===== src/logic/flash_wp_defines.vh =====
// constants for the block write-protect logic
`ifndef FLASH_WP_DEFINES_VH
`define FLASH_WP_DEFINES_VH

// axi register byte offsets
`define ADDR_STATUS 4'h0
`define ADDR_CONFIG 4'h4
`define ADDR_RANGE 4'h8
`define ADDR_EVENTS 4'hc

// status register field positions
`define ST_WEL 1
`define ST_CODE_LSB 2
`define ST_CODE_MSB 5
`define ST_QUAD 6
`define ST_WR_DISABLE 7
// reset value of the stored bits 7..2
`define STATUS_RESET 6'h00

// config register field positions
`define CFG_BOTTOM 0
`define CFG_ALT 1
`define CONFIG_RESET 2'h0

// block number field of a 24-bit address
`define BLK_MSB 23
`define BLK_LSB 16

// axi responses
`define RESP_OKAY 2'h0
`define RESP_SLVERR 2'h2

// opcodes
`define OP_WR_ENABLE 8'h06
`define OP_SR_WRITE 8'h01
`define OP_VRP_NOWEL 8'hc0
`define OP_VBA_NOWEL 8'h17
`define OP_VRP_WEL 8'h63
`define OP_VBA_WEL 8'hc5
`define OP_PP 8'h02
`define OP_PP4 8'h12
`define OP_PPQ_A 8'h32
`define OP_PPQ_B 8'h38
`define OP_PPQ4_A 8'h34
`define OP_PPQ4_B 8'h3e
`define OP_SE_A 8'hd7
`define OP_SE_B 8'h20
`define OP_SE4 8'h21
`define OP_BE32 8'h52
`define OP_BE32_4 8'h5c
`define OP_BE64 8'hd8
`define OP_BE64_4 8'hdc
`define OP_CE_A 8'hc7
`define OP_CE_B 8'h60

`endif


===== src/logic/prot_range_decode.v =====
// protection code to protected block range decoder
`timescale 1ns/1ps
`default_nettype none
module prot_range_decode #(
   parameter BLK_W = 8
) (
   // code and selection
   input wire [3:0] code,
   input wire bottom,
   input wire alt_table,
   // decoded range, inclusive
   output reg [BLK_W-1:0] lo,
   output reg [BLK_W-1:0] hi,
   output reg none
);
   localparam [BLK_W:0] TOTAL = {1'b1, {BLK_W{1'b0}}};
   reg [BLK_W:0] count;
   reg [BLK_W:0] top_lo;
   reg [BLK_W:0] bot_hi;
   always @* begin
      count = {(BLK_W+1){1'b0}};
      if (code == 4'h0) begin
         count = {(BLK_W+1){1'b0}};
      end else if (code <= 4'h8) begin
         count = TOTAL >> (4'h9 - code);
      end else if (alt_table && code != 4'hf) begin
         count = TOTAL - (TOTAL >> (code - 4'h7));
      end else begin
         count = TOTAL;
      end
      top_lo = TOTAL - count;
      bot_hi = count - {{BLK_W{1'b0}}, 1'b1};
      none = (code == 4'h0);
      if (bottom) begin
         lo = {BLK_W{1'b0}};
         hi = bot_hi[BLK_W-1:0];
      end else begin
         lo = top_lo[BLK_W-1:0];
         hi = {BLK_W{1'b1}};
      end
   end
endmodule
`default_nettype wire


===== src/logic/flash_block_write_protect.v =====
// write-protect gate for program, erase and status-write commands
//
// Chosen here: the AXI4-Lite register port and the register offsets.
`timescale 1ns/1ps
`default_nettype none
`include "flash_wp_defines.vh"

// Notes on behaviour
// opcodes c0h and 17h pass without the write-enable latch set.
// program or erase into the protected block range is inhibited.
// whole-chip erase ignored unless protection code is zero.
// status write disable low lets status writes through regardless of pin.
// disable high and protect pin low locks status bits; write ignored.
// disable high and protect pin high lets status writes change status.
// quad enable low gives protect and hold pins their control roles.
// quad enable high turns both pins into quad data lines c and d.
// host keeps quad enable low when those pins are tied to supply.
// 256 blocks of 64 KB; code bit three most significant.
// top, standard: code n protects 2^(n-1) blocks ending at 255.
// bottom selection counts the same blocks upward from block 0.
// standard table codes 9 to 15 protect all 256 blocks.
// optional table codes 9..14 protect 192..254 blocks, 15 all.
// top/bottom select bit, one-time set, anchors range at bottom.
// host issues write enable 06h before commands needing the latch.
// target block taken from address bits 23..16, compared to range.
module flash_block_write_protect #(
   parameter BLK_W = 8,
   parameter CNT_W = 8
) (
   // clock and reset
   input wire aclk,
   input wire aresetn,
   // axi4-lite write address
   input wire awvalid,
   output reg awready,
   input wire [3:0] awaddr,
   input wire [2:0] awprot,
   // axi4-lite write data
   input wire wvalid,
   output reg wready,
   input wire [31:0] wdata,
   input wire [3:0] wstrb,
   // axi4-lite write response
   output reg bvalid,
   input wire bready,
   output reg [1:0] bresp,
   // axi4-lite read address
   input wire arvalid,
   output reg arready,
   input wire [3:0] araddr,
   input wire [2:0] arprot,
   // axi4-lite read data
   output reg rvalid,
   input wire rready,
   output reg [31:0] rdata,
   output reg [1:0] rresp,
   // decoded command from the serial front end
   input wire cmd_valid,
   input wire [7:0] cmd_opcode,
   input wire [23:0] cmd_addr,
   input wire [7:0] cmd_status_data,
   // command verdict
   output reg cmd_done,
   output reg cmd_granted,
   output reg cmd_blocked,
   // protect pin / quad data line c
   input wire quad_data_line_c_in,
   output reg quad_data_line_c_out,
   output reg quad_data_line_c_oe,
   // hold-or-reset pin / quad data line d
   input wire quad_data_line_d_in,
   output reg quad_data_line_d_out,
   output reg quad_data_line_d_oe,
   // core side of the shared pins
   input wire core_c_out,
   input wire core_c_oe,
   input wire core_d_out,
   input wire core_d_oe,
   output reg core_c_in,
   output reg core_d_in,
   output reg hold_n,
   output reg quad_enable
);

   // status and config state
   reg [7:2] status_q;
   reg wel_q;
   reg top_bottom_select_q;
   reg alt_table_q;
   reg [CNT_W-1:0] blocked_cnt_q;
   reg [7:0] last_op_q;
   reg last_granted_q;

   wire [3:0] prot_code;
   wire status_write_disable;
   wire quad_en;
   assign prot_code = status_q[`ST_CODE_MSB:`ST_CODE_LSB];
   assign status_write_disable = status_q[`ST_WR_DISABLE];
   assign quad_en = status_q[`ST_QUAD];

   // protected range
   wire [BLK_W-1:0] range_lo;
   wire [BLK_W-1:0] range_hi;
   wire range_none;
   prot_range_decode #(
      .BLK_W(BLK_W)
   ) u_range (
      .code(prot_code),
      .bottom(top_bottom_select_q),
      .alt_table(alt_table_q),
      .lo(range_lo),
      .hi(range_hi),
      .none(range_none)
   );

   wire [BLK_W-1:0] target_blk;
   wire in_range;
   assign target_blk = cmd_addr[`BLK_LSB+BLK_W-1:`BLK_LSB];
   assign in_range = !range_none && target_blk >= range_lo &&
      target_blk <= range_hi;

   // opcode classes
   reg is_wr_enable;
   reg is_nowel;
   reg is_welreq;
   reg is_prog_erase;
   reg is_chip;
   reg is_sr;
   always @* begin
      is_wr_enable = (cmd_opcode == `OP_WR_ENABLE);
      is_nowel = (cmd_opcode == `OP_VRP_NOWEL) ||
         (cmd_opcode == `OP_VBA_NOWEL);
      is_welreq = (cmd_opcode == `OP_VRP_WEL) ||
         (cmd_opcode == `OP_VBA_WEL);
      is_chip = (cmd_opcode == `OP_CE_A) || (cmd_opcode == `OP_CE_B);
      is_sr = (cmd_opcode == `OP_SR_WRITE);
      is_prog_erase = (cmd_opcode == `OP_PP) ||
         (cmd_opcode == `OP_PP4) ||
         (cmd_opcode == `OP_PPQ_A) ||
         (cmd_opcode == `OP_PPQ_B) ||
         (cmd_opcode == `OP_PPQ4_A) ||
         (cmd_opcode == `OP_PPQ4_B) ||
         (cmd_opcode == `OP_SE_A) ||
         (cmd_opcode == `OP_SE_B) ||
         (cmd_opcode == `OP_SE4) ||
         (cmd_opcode == `OP_BE32) ||
         (cmd_opcode == `OP_BE32_4) ||
         (cmd_opcode == `OP_BE64) ||
         (cmd_opcode == `OP_BE64_4);
   end

   // protect pin only counts while the pin is in its control role
   wire wp_level;
   wire sr_locked;
   assign wp_level = quad_en ? 1'b1 : quad_data_line_c_in;
   assign sr_locked = status_write_disable && !wp_level;

   // verdict
   reg grant;
   reg consume_wel;
   always @* begin
      grant = 1'b1;
      consume_wel = 1'b0;
      if (is_wr_enable || is_nowel) begin
         grant = 1'b1;
      end else if (is_prog_erase) begin
         grant = wel_q && !in_range;
         consume_wel = grant;
      end else if (is_chip) begin
         grant = wel_q && (prot_code == 4'h0);
         consume_wel = grant;
      end else if (is_sr) begin
         grant = wel_q && !sr_locked;
         consume_wel = grant;
      end else if (is_welreq) begin
         grant = wel_q;
         consume_wel = grant;
      end
   end

   // command-side state
   always @(posedge aclk) begin
      if (!aresetn) begin
         status_q <= `STATUS_RESET;
         wel_q <= 1'b0;
         cmd_done <= 1'b0;
         cmd_granted <= 1'b0;
         cmd_blocked <= 1'b0;
         blocked_cnt_q <= {CNT_W{1'b0}};
         last_op_q <= 8'h00;
         last_granted_q <= 1'b0;
      end else begin
         cmd_done <= cmd_valid;
         cmd_granted <= cmd_valid && grant;
         cmd_blocked <= cmd_valid && !grant;
         if (cmd_valid) begin
            last_op_q <= cmd_opcode;
            last_granted_q <= grant;
            if (is_wr_enable) begin
               wel_q <= 1'b1;
            end else if (consume_wel) begin
               wel_q <= 1'b0;
            end
            if (is_sr && grant) begin
               status_q <= cmd_status_data[7:2];
            end
            // saturate so software never sees a wrap to zero
            if (!grant && blocked_cnt_q != {CNT_W{1'b1}}) begin
               blocked_cnt_q <= blocked_cnt_q + {{(CNT_W-1){1'b0}}, 1'b1};
            end
         end
      end
   end

   // shared pin steering; one cycle of latency on every path
   always @(posedge aclk) begin
      if (!aresetn) begin
         quad_data_line_c_out <= 1'b0;
         quad_data_line_c_oe <= 1'b0;
         quad_data_line_d_out <= 1'b0;
         quad_data_line_d_oe <= 1'b0;
         core_c_in <= 1'b0;
         core_d_in <= 1'b0;
         hold_n <= 1'b1;
         quad_enable <= 1'b0;
      end else begin
         quad_enable <= quad_en;
         if (quad_en) begin
            quad_data_line_c_out <= core_c_out;
            quad_data_line_c_oe <= core_c_oe;
            quad_data_line_d_out <= core_d_out;
            quad_data_line_d_oe <= core_d_oe;
            core_c_in <= quad_data_line_c_in;
            core_d_in <= quad_data_line_d_in;
            hold_n <= 1'b1;
         end else begin
            // control role: pins are inputs only
            quad_data_line_c_out <= 1'b0;
            quad_data_line_c_oe <= 1'b0;
            quad_data_line_d_out <= 1'b0;
            quad_data_line_d_oe <= 1'b0;
            core_c_in <= 1'b0;
            core_d_in <= 1'b0;
            hold_n <= quad_data_line_d_in;
         end
      end
   end

   // axi write channel: address and data taken in either order
   reg aw_held_q;
   reg w_held_q;
   reg [3:0] aw_addr_q;
   reg [31:0] w_data_q;
   reg [3:0] w_strb_q;
   wire do_write;
   assign do_write = aw_held_q && w_held_q && !bvalid;

   always @(posedge aclk) begin
      if (!aresetn) begin
         awready <= 1'b1;
         wready <= 1'b1;
         aw_held_q <= 1'b0;
         w_held_q <= 1'b0;
         aw_addr_q <= 4'h0;
         w_data_q <= 32'h00000000;
         w_strb_q <= 4'h0;
         bvalid <= 1'b0;
         bresp <= `RESP_OKAY;
      end else begin
         if (awvalid && awready) begin
            aw_held_q <= 1'b1;
            aw_addr_q <= awaddr;
            awready <= 1'b0;
         end
         if (wvalid && wready) begin
            w_held_q <= 1'b1;
            w_data_q <= wdata;
            w_strb_q <= wstrb;
            wready <= 1'b0;
         end
         if (do_write) begin
            bvalid <= 1'b1;
            aw_held_q <= 1'b0;
            w_held_q <= 1'b0;
            if (aw_addr_q == `ADDR_STATUS || aw_addr_q == `ADDR_CONFIG ||
                aw_addr_q == `ADDR_RANGE || aw_addr_q == `ADDR_EVENTS) begin
               bresp <= `RESP_OKAY;
            end else begin
               bresp <= `RESP_SLVERR;
            end
         end else if (bvalid && bready) begin
            bvalid <= 1'b0;
            awready <= 1'b1;
            wready <= 1'b1;
         end
      end
   end

   // config register; the anchor bit can only be set, like its fuse
   always @(posedge aclk) begin
      if (!aresetn) begin
         {alt_table_q, top_bottom_select_q} <= `CONFIG_RESET;
      end else if (do_write && aw_addr_q == `ADDR_CONFIG && w_strb_q[0]) begin
         if (w_data_q[`CFG_BOTTOM]) begin
            top_bottom_select_q <= 1'b1;
         end
         alt_table_q <= w_data_q[`CFG_ALT];
      end
   end

   // axi read channel
   reg [31:0] rd_word;
   reg rd_hit;
   always @* begin
      rd_word = 32'h00000000;
      rd_hit = 1'b1;
      if (araddr == `ADDR_STATUS) begin
         rd_word[7:2] = status_q;
         rd_word[`ST_WEL] = wel_q;
      end else if (araddr == `ADDR_CONFIG) begin
         rd_word[`CFG_BOTTOM] = top_bottom_select_q;
         rd_word[`CFG_ALT] = alt_table_q;
      end else if (araddr == `ADDR_RANGE) begin
         rd_word[7:0] = range_lo;
         rd_word[15:8] = range_hi;
         rd_word[16] = range_none;
      end else if (araddr == `ADDR_EVENTS) begin
         rd_word[7:0] = blocked_cnt_q;
         rd_word[15:8] = last_op_q;
         rd_word[16] = last_granted_q;
      end else begin
         rd_hit = 1'b0;
      end
   end

   always @(posedge aclk) begin
      if (!aresetn) begin
         arready <= 1'b1;
         rvalid <= 1'b0;
         rdata <= 32'h00000000;
         rresp <= `RESP_OKAY;
      end else begin
         if (arvalid && arready) begin
            arready <= 1'b0;
            rvalid <= 1'b1;
            rdata <= rd_word;
            rresp <= rd_hit ? `RESP_OKAY : `RESP_SLVERR;
         end else if (rvalid && rready) begin
            rvalid <= 1'b0;
            arready <= 1'b1;
         end
      end
   end

endmodule
`default_nettype wire


===== config.mk =====
export PLATFORM = sky130hd
export DESIGN_NAME = flash_block_write_protect
export DESIGN_NICKNAME = d
export VERILOG_FILES = /design/src/logic/prot_range_decode.v /design/src/logic/flash_block_write_protect.v
export VERILOG_INCLUDE_DIRS = /design/src /design/src/logic
export SDC_FILE = /design/constraint.sdc
export NUM_CORES = 1
export LEC_CHECK = 0
export BUFFER_PORTS_ARGS = -buffer_cell sky130_fd_sc_hd__buf_2
export CAP_MARGIN = 15
export CORE_UTILIZATION = 26
export DETAILED_ROUTE_END_ITERATION = 16
export PLACE_DENSITY = 0.56
export RECOVER_POWER = 100
export SYNTH_ARGS = -nofsm -noshare
export SYNTH_HDL_FRONTEND = slang
export SYNTH_HIERARCHICAL = 1
export SYNTH_SLANG_ARGS = --single-unit

===== constraint.sdc =====
create_clock -name aclk -period 9.19 [get_ports aclk]
set_input_delay 2.757 -clock aclk [delete_from_list [all_inputs] [get_ports aclk]]
set_output_delay 2.757 -clock aclk [all_outputs]
set_load 0.01 [all_outputs]

Yosys cells after proc, flatten, opt, wreduce, memory -nomap -nowiden. Index checks and enable logic that the tools add are counted.

Order comparisons: 3. Mux-type cells: 43. Shift-type cells: 2. Reductions and logical operators: 58. Bitwise gates (word level): 1. Equality and inequality tests: 29. Add/sub/neg operators: 6.

Operator list (number): 8-bit by 6-bit equality test with 1-bit output, second input constant (6); 8-bit equality test, second input constant (6); 8-bit two-way mux (5); 17-bit two-way mux (2); 8-bit by 7-bit equality test with 1-bit output, second input constant (4); 1-bit two-way mux (30); 1-bit logical AND (20); 1-bit logical OR (19); 9-bit by 4-bit >> shifter with 8-bit output, first input constant (2); 4-bit equality test, second input constant (4); 8-bit by 5-bit equality test with 1-bit output, second input constant (2); 1-bit by 8-bit subtractor with 8-bit output, first input constant (2); 15-bit two-way mux (1); 4-bit logical NOT (3); 2-bit AND reduction (5); 9-bit two-way mux (1); 8-bit by 1-bit adder with 8-bit output, second input constant (1); 4-bit by 3-bit equality test with 1-bit output, second input constant (2); 8-bit by 1-bit equality test with 1-bit output, second input constant (1); 8-bit by 2-bit equality test with 1-bit output, second input constant (1); 8-bit by 3-bit equality test with 1-bit output, second input constant (1); 8-bit greater-or-equal comparator (1); 8-bit less-or-equal comparator (1); 8-bit != test, second input constant (1); 11 further kinds (21).

Bits of input ports: 104. Word-level logic and storage cells: 173. Register bits after elaboration: 72.

Logic depth before layout (Yosys ltp). Gate-level depths: netlist (run 1).

Depth after elaboration: 18. Depth in mapped cells: 21. Gate-level depth less buffers: 18.

Cells and area by module. Netlist (run 1), hierarchy kept.

By module, submodules not included: flash_block_write_protect (cells each 439, seq. area each 1401.3 µm², instances 1, area an instance 3746.1 µm²); prot_range_decode (cells each 108, seq. area each 0.0 µm², instances 1, area an instance 767.0 µm²).

Worst setup path after synthesis (run 1). Ideal clock, no wire load.

Path type: input to register. Start: input cmd_addr[23]. End: register blocked_cnt_q[5]. Library setup time: 70 ps. Stages on the path: 8. Path slack: 4549 ps. Arrival time: 4571 ps. Buffers on the path: 0. Cells stage by stage: ha_1 -> nand2_1 -> nor4_1 -> a22oi_1 -> o31ai_1 -> a211oi_4 -> or4_1 -> a21oi_1.

Cells in the longest elaborated chain, start to end: 10. Elaborated cells between the ends (all ways): 11. Those cells by class: order compare: 2; mux: 2; reduce/logical: 7.

Ends and longest elaborated chain: start, declared (line flash_block_write_protect.v:60) `input wire [23:0] cmd_addr,`; 8-bit greater-or-equal comparator (line flash_block_write_protect.v:119) `assign in_range = !range_none && target_blk >= range_lo &&`; 1-bit logical AND (line flash_block_write_protect.v:119); 1-bit logical AND (*) (line flash_block_write_protect.v:119); 1-bit logical NOT (*) (line flash_block_write_protect.v:167) `grant = wel_q && !in_range;`; 1-bit logical AND (*) (line flash_block_write_protect.v:167); 1-bit two-way mux (*) (line flash_block_write_protect.v:166) `end else if (is_prog_erase) begin`; 1-bit two-way mux (*) (line flash_block_write_protect.v:164) `if (is_wr_enable || is_nowel) begin`; 1-bit logical NOT (*) (line flash_block_write_protect.v:208) `if (!grant && blocked_cnt_q != {CNT_W{1'b1}}) begin`; 1-bit logical AND (*) (line flash_block_write_protect.v:208); 2-bit AND reduction (no line) (*); end signal, assigned (line flash_block_write_protect.v:189) `blocked_cnt_q <= {CNT_W{1'b0}};`; end signal, assigned (line flash_block_write_protect.v:209) `blocked_cnt_q <= blocked_cnt_q + {{(CNT_W-1){1'b0}}, 1'b1};`; end, declared (line flash_block_write_protect.v:90) `reg [CNT_W-1:0] blocked_cnt_q;`.

Every way passes the cells marked *; elsewhere a longest branch is shown, timed or not. A chain may end at the register's enable or synchronous reset.

Worst setup path in the final report (run 1).
Start: register status_q[3] (netlist name). End: register status_q[4] (netlist name).

Cells in the longest elaborated chain, start to end: 17. Elaborated cells between the ends (all ways): 29. Those cells by class: add/sub: 5; order compare: 3; eq/ne: 1; shift: 2; mux: 8; reduce/logical: 10.

Ends and longest elaborated chain: start, declared (line flash_block_write_protect.v:86) `reg [7:2] status_q;`; start signal, assigned (line flash_block_write_protect.v:184) `` status_q <= `STATUS_RESET; ``; start signal, assigned (line flash_block_write_protect.v:205) `status_q <= cmd_status_data[7:2];`; 4-bit by 3-bit subtractor with 4-bit output (line prot_range_decode.v:27) `count = TOTAL - (TOTAL >> (code - 4'h7));`; 9-bit by 4-bit >> shifter with 8-bit output (line prot_range_decode.v:27); 1-bit by 8-bit subtractor with 8-bit output (line prot_range_decode.v:27); 8-bit two-way mux (line prot_range_decode.v:26) `end else if (alt_table && code != 4'hf) begin`; 8-bit two-way mux (line prot_range_decode.v:24) `end else if (code <= 4'h8) begin`; 8-bit two-way mux (*) (line prot_range_decode.v:22) `if (code == 4'h0) begin`; 1-bit by 8-bit subtractor with 8-bit output (*) (line prot_range_decode.v:31) `top_lo = TOTAL - count;`; 8-bit two-way mux (*) (line prot_range_decode.v:34) `if (bottom) begin`; named net range_lo[7] (line flash_block_write_protect.v:102) `wire [BLK_W-1:0] range_lo;`; 8-bit greater-or-equal comparator (*) (line flash_block_write_protect.v:119); 1-bit logical AND (*) (2 in series) (line flash_block_write_protect.v:119); 1-bit logical NOT (*) (line flash_block_write_protect.v:167); 1-bit logical AND (*) (line flash_block_write_protect.v:167); 1-bit two-way mux (*) (line flash_block_write_protect.v:166); 1-bit two-way mux (*) (line flash_block_write_protect.v:164); 1-bit logical AND (*) (line flash_block_write_protect.v:204) `if (is_sr && grant) begin`; 2-bit AND reduction (no line) (*).

Mark *: on every way through the listed nets, which the timed path passes. The rest lies on a longest branch.

==> flow_summary_export.csv, run 1 <==
group,metric,value,unit
global_routing,global_route.usage.total,13.56,%
min_path,hp-class,"register to register",
sta,fin_tns_setup,0,ps
clock_network,postcts_setup_bufs,0,
clock_network,post_cts_resized,0,
global_routing,globalRoute.totalOverflow,0,
global_routing,largest_net_degree_at_the_start_of_global_routing,34,
global_routing,grt_first_pass_wirelength,18930,um
floorplan,dieHeight,133.8,um
route,detail_route.vias_per_cell,4.758,
clock_network,clock_latency,340,ps
worst_setup_path,critPathKind,"register to register",
synthesis,synth_cell_types,81,
sta,drv_slew,16,
route,drt_first_iter_violations,255,
route,route.detailed.drc,0,
synthesis,synth-simple-area-share,27.47,%
place,port_buffers,81,
worst_setup_path,timing.critical_path.from,"status_q[3]$_SDFFE_PN0P_",
finish,final_nets,731,
place,place.gp.congestion,0.7887,
finish,layout_common_cells,"dfxtp_1 (70), nor2_1 (66), nand2_1 (53), buf_2 (45), a21oi_1 (41)",
finish,final_layout_size_suffix_gt1_share,13.44,%
synthesis,synth_xor_xnor_area_share,1.553,%
worst_setup_path,setup.worst_path.start_class,"register",
status,outcome,"finished with violations",
worst_setup_path,critical_path_peak_fanout,22,
finish,area_growth,13.11,%
finish,num_antenna_cells,0,
sta,minimum_clock_period_after_layout,6871,ps
power,total_leakage_power,2.082,nW
synthesis,netlist_area,4513,um2
route,first_pass_iters,4,
sta,timing.clock.skew,11.11,ps
sta,setup-violations-final,0,
synthesis,commonest_register_cell_after_synthesis,"dfxtp_1",
synthesis,dominant_combinational_cell_family_by_area_after_synthesis,"simple AND/OR/NAND/NOR gates",
worst_setup_path,worst_ep_required_time,9450,ps
synthesis,synth.ff_latch_count,70,
sta,timing.slew.headroom,-13.05,%
job,count_of_max_cap_constraint_violations,1,
place,dp_hpwl,8720,um
sta,rsz0062_at_grt,"false",
synthesis,synth_async_sr_flop_share,0,%
power,power.ir.vdd_worst,0.08716,mV
synthesis,synth_area_in_adders,5.822,%
sta,worst_slew_pin_slew,1686,ps
route,routed_wirelength,11710,um
floorplan,num_io_pins,156,
worst_setup_path,timing.rr.end,"status_q[4]$_SDFFE_PN0P_",
clock_network,number_of_buffers_between_clock_root_and_the_deepest_sink,2,
finish,area.sequential,1401,um2
synthesis,synth_mux_area_share,4.963,%
worst_setup_path,number_of_cells_on_the_worst_reg_to_reg_path,17,
synthesis,synth.avg_cell_area,8.251,um2
clock_network,htree_levels,3,
route,avgRoutedWirePerCell,14.11,um
synthesis,syn-instance-count,547,
floorplan,floorplan.core_area,16760,um2
worst_setup_path,crit_end,"status_q[4]$_SDFFE_PN0P_",
synthesis,ys_warn_count,6,
floorplan,design.die.area,17890,um2
power,power_density,141.6,nW/um2
worst_setup_path,worstPathArrival,7130,ps
clock_network,clockRootBuffer,"clkbuf_16",
floorplan,die_w,133.8,um
clock_network,cts_made_buffers,9,
synthesis,synth.yosys.seq_area_share,31.05,%
worst_setup_path,critical_path.endpoint_type,"register",
worst_setup_path,ff_to_ff_start,"status_q[3]$_SDFFE_PN0P_",
route,ant_nets,0,
clock_network,hold_buffers,0,
global_routing,grt_antenna_before_repair,0,
clock_network,tritoncts,"done",
sta,final-hold-violation-count,0,
synthesis,synth-compound-area-share,18.77,%
finish,nFillCells,1860,
route,detailroute.via_count,3949,
floorplan,initial_core_utilization,26.93,%
clock_network,path_clk_slew,60,ps
sta,fmax,0.1455,GHz
power,p_total,0.7230,mW
floorplan,std_cell_rows,47,
finish,layout.cells.most_common,"dfxtp_1",
status,failing_checks,"capacitance limit, slew limit",
synthesis,synth_enable_flop_cells,0,
worst_setup_path,setup.reg_to_reg.worst_slack,2320,ps
finish,multi_input_area,2674,um2
clock_network,cts.sink_count,70,
sta,timing.final.crit_share,74.77,%
global_routing,grt_pass1_vias,3627,
## where the power goes
part	total (mW)	internal (mW)	switching, mW
combinational	0.0696	0.0242	0.0454
sequential	0.318	0.312	0.00574
clock	0.335	0.203	0.133
## per-stage QoR
| stage | hold slack (ps) | cells | instance area (um2) | utilization (%) | setup WS, ps |
|---|---|---|---|---|---|
| 2_1_floorplan | 433.4 | 563 | 4573 | - | 4549 |
| 5_1_grt | 477.1 | 830 | 5105 | 30.46 | 1661 |
| 3_5_place_dp | 453.5 | 815 | 4902 | 29.25 | 3591 |
| 3_3_place_gp | 447.5 | 815 | 4902 | 29.25 | 3634 |
| 6_report | 458.9 | 830 | 5105 | 30.46 | 2319 |
| 4_1_cts | 461.4 | 830 | 5187 | 30.95 | 3599 |
## per-layer routing
layer  vias to the layer above  GRT usage, %  part of all wire (%)
met4                         0         4.735                   1.4
met2                        77         21.82                    47
li1                       2039             -                     -
met1                      1819         17.75                    48
met5                         -             0                     0
met3                        14         2.968                   4.3
## how the worst min path moves through the flow
stage,from,to,cells after the start
floorplan,w_data_q[1]$_SDFFE_PN0P_,w_data_q[1]$_SDFFE_PN0P_,2
global placement,aw_addr_q[0]$_SDFFE_PN0P_,aw_addr_q[0]$_SDFFE_PN0P_,2
detailed placement,aw_addr_q[1]$_SDFFE_PN0P_,aw_addr_q[1]$_SDFFE_PN0P_,2
CTS,w_data_q[1]$_SDFFE_PN0P_,w_data_q[1]$_SDFFE_PN0P_,2
global route,aw_addr_q[2]$_SDFFE_PN0P_,aw_addr_q[2]$_SDFFE_PN0P_,2
finish,w_data_q[1]$_SDFFE_PN0P_,w_data_q[1]$_SDFFE_PN0P_,2
## registers in the layout (all words and copies together) (netlist names), 2 cells and up
name           cells
aw_addr_q          4
w_data_q           2
blocked_cnt_q      8
rdata             17
last_op_q          8
status_q           6
## critical path, cell delays in order, from the launching register on
cell and delay, ps:
dfxtp_1 870, inv_1 190, ha_1 410, or2_0 340, or2_0 230, a2111oi_0 460
nor2_1 100, or4_1 450, a21oi_1 320, inv_1 80, ha_1 300, a21oi_1 140
o21ai_0 120, a22oi_1 220, o31ai_1 110, a211oi_1 1360, nand4_1 740, mux2i_1 320
## Yosys cell counts, drive strengths merged, types with 2 or more instances
cell type	n	area, um2
nor3b	2	15.01
a22o	8	70.07
and2	3	21.27
nand2b	9	56.30
or4	4	33.78
nand2	54	205.2
or2	4	27.53
a222oi	5	50.05
o211ai	2	15.01
a21boi	2	18.77
and3	13	83.83
o31ai	5	37.54
nor2b	5	31.28
o22ai	2	26.28
nor4b	2	17.52
nor4	5	61.31
ha	21	262.8
nand3b	7	52.55
o21ai	16	80.08
nor4bb	3	30.03
and4bb	3	37.53
nand4	7	73.82
inv	27	101.4
nand3	23	115.1
nor2	67	254.0
buf	32	267.8
nand4b	2	17.52
xnor2	5	43.79
a21oi	42	214.0
clkbuf	18	91.34
mux2i	19	190.2
nor3	8	45.04
dfxtp	70	1401
or3	4	25.02
a31oi	7	58.81
xor2	3	26.28
a21o	2	15.01
a22oi	15	126.4
## kinds of logic after synthesis
group	count (synthesis)
buffers and inverters	78
multiplexers	21
AND/OR/NAND/NOR	229
flip-flops	70
adder cells (fa/ha/maj)	21
other	1
AO/OA/AOI/OAI	119
XOR/XNOR	8
## area by class of cell
class	instances	area share, %
clock buffers	12	5.221
clock inverters	3	0.3676
inverters	28	2.059
multi-input cells	415	52.38
flip-flops and latches	70	27.45
well taps	220	5.392
repair buffers	82	7.132
(Power assumes the default switching activity.)
==> run 2, diff against run 1 <==
Clock period 9.19 ns to 7 ns, I/O delays scaled along.
==> flow_summary_export.csv, run 2 (synthesized netlist as in run 1, its figures left out) <==
group,metric,value,unit
status,outcome,"completed",
worst_setup_path,number_of_cells_on_the_worst_reg_to_reg_path,17,
power,netSwitchingPower,0.2372,mW
sta,fin_tns_setup,0,ps
place,dp_hpwl,8710,um
worst_setup_path,worst_ep_required_time,7200,ps
clock_network,cts.sink_count,70,
finish,area_growth,13.50,%
finish,num_antenna_cells,0,
sta,timing.final.crit_share,84.76,%
power,p_total,0.9617,mW
finish,final_nets,731,
place,pre_cts_slack,1419,ps
finish,registers.top_by_ff_count,"rdata",
floorplan,dieHeight,133.8,um
worst_setup_path,critPathKind,"register to register",
worst_setup_path,critical-path-slowest-cell,"dfxtp_1",
route,route.detailed.drc,0,
global_routing,global_route.usage.total,13.71,%
sta,setup_ws,1067,ps
worst_setup_path,critical_path.endpoint_type,"register",
clock_network,hold_buffers,0,
clock_network,path_clk_slew,60,ps
floorplan,std_cell_rows,47,
global_routing,grt_first_pass_wirelength,19090,um
sta,timing.slew.headroom,2.669,%
power,power.ir.vdd_worst,0.1062,mV
clock_network,tritoncts,"done",
sta,fmax,0.1685,GHz
worst_setup_path,cp_cell_sequence,"inv_1 -> ha_1 -> or2_0 -> or2_0 -> a2111oi_0 -> nor2_1 -> or4_1 -> a21oi_1 -> inv_1 -> ha_1 -> a21oi_1 -> o21ai_0 -> a22oi_1 -> o31ai_1 -> a211oi_4 -> nand4_1 -> mux2i_1",
sta,final-hold-violation-count,0,
global_routing,grt_antenna_before_repair,0,
floorplan,floorplan.core_area,16760,um2
route,ant_nets,0,
global_routing,largest_net_degree_at_the_start_of_global_routing,34,
power,internal-power,0.7245,mW
floorplan,design.die.area,17890,um2
worst_setup_path,worstPathArrival,6140,ps
floorplan,num_io_pins,156,
job,count_of_max_cap_constraint_violations,0,
clock_network,postcts_setup_bufs,0,
place,place.gp.congestion,0.7875,
clock_network,cts_made_buffers,9,
min_path,hold-path-cell-count,2,
worst_setup_path,critical_path_peak_fanout,22,
min_path,hp-class,"register to register",
power,sw_frac_of_total,24.67,%
route,routed_wirelength,11860,um
finish,layout_top_registers,"rdata: 17 flops, blocked_cnt_q: 8 flops, last_op_q: 8 flops",
power,power.share.clock,47.0,%
route,first_pass_iters,5,
sta,minimum_clock_period_after_layout,5933,ps
worst_setup_path,setup.worst_path.start_class,"register",
finish,nFillCells,1836,
sta,setup-violations-final,0,
route,detailroute.via_count,3967,
power,power_density,187.7,nW/um2
power,sequentialPowerShare,43.4,%
route,detail_route.vias_per_cell,4.780,
sta,rsz0062_at_grt,"false",
floorplan,die_w,133.8,um
sta,drv_slew,0,
global_routing,globalRoute.totalOverflow,0,
route,drt_first_iter_violations,244,
finish,final_layout_size_suffix_gt1_share,13.44,%
finish,largest_register_ff_count,17,
sta,timing.clock.skew,4.931,ps
route,avgRoutedWirePerCell,14.29,um
finish,layout.cells.most_common,"dfxtp_1",
sta,worst_slew_pin_slew,1460,ps
clock_network,htree_levels,3,
clock_network,clockRootBuffer,"clkbuf_16",
finish,layout_common_cells,"dfxtp_1 (70), nor2_1 (66), nand2_1 (53), buf_2 (45), a21oi_1 (41)",
worst_setup_path,critical-path-max-stage-delay,880,ps
power,share_comb_of_total_power,9.6,%
clock_network,number_of_buffers_between_clock_root_and_the_deepest_sink,2,
global_routing,grt_pass1_vias,3662,
power,total_leakage_power,2.085,nW
place,port_buffers,81,
floorplan,initial_core_utilization,26.93,%
clock_network,clock_latency,340,ps
clock_network,post_cts_resized,0,
[run 2: cell count changes in the layout (fill, tap and decap cells not counted)]
cell,previous run,this run
a211oi_1,1,0
a211oi_4,0,1
and2_0,1,0
and2_1,1,2
bufinv_16,0,1
clkbuf_1,37,38
clkbuf_8,3,1
clkinv_4,1,0
clkinvlp_4,0,1
[run 2: per-layer routing]
layer | part of all wire [%] | GRT usage [%]
met1 | 48 | 18.30
met2 | 46 | 21.42
met3 | 4.8 | 3.196
met4 | 1.5 | 4.924
met5 | 0 | 0
[run 2: path summary, 6_finish.rpt]
kind | from | end | slack, ps
worst min register to register | aw_addr_q[0]$_SDFFE_PN0P_ | aw_addr_q[0]$_SDFFE_PN0P_ | 460
worst min-delay path | aw_addr_q[0]$_SDFFE_PN0P_ | aw_addr_q[0]$_SDFFE_PN0P_ | 460
worst max register to register | status_q[3]$_SDFFE_PN0P_ | status_q[4]$_SDFFE_PN0P_ | 1070
worst max-delay path | status_q[3]$_SDFFE_PN0P_ | status_q[4]$_SDFFE_PN0P_ | 1070
[run 2: layout make-up]
cell class                      instances  area [um2]  share of cell area [%]
Inverter                               28       105.1                   2.052
Sequential cell                        70        1401                   27.36
Tap cell                              220       275.3                   5.374
Clock inverter                          4       47.55                  0.9282
Multi-Input combinational cell        415        2686                   52.44
Timing Repair Buffer                   82       364.1                   7.108
Clock buffer                           11       242.7                   4.739
[run 2: critical path: cells and delay by family, from the launching register on]
kind            cells  cell delay (ps)
flops               1              880
simple gates        5             1710
compound gates      7             1990
mux                 1              250
fa+ha+maj           2              700
buf+inv             2              260
[run 2: metrics by stage]
step	util [%]	instances	hold slack (ps)	instance area [um2]
2_1_floorplan	-	563	433.4	4573
3_3_place_gp	29.25	815	446.7	4902
3_5_place_dp	29.25	815	450.3	4902
4_1_cts	30.98	830	458.0	5192
5_1_grt	30.56	830	473.3	5122
6_report	30.56	830	457.6	5122
[run 2: power groups by stage]
| stage | Sequential [mW] | Clock [mW] | Combinational (mW) |
|---|---|---|---|
| after detailed placement | 0.426 | 0 | 0.0948 |
| after floorplan | 0.427 | 0 | 0.0690 |
| after CTS | 0.417 | 0.472 | 0.0949 |
| after global routing | 0.419 | 0.494 | 0.105 |
| final | 0.418 | 0.452 | 0.0922 |
| after global placement | 0.426 | 0 | 0.0940 |
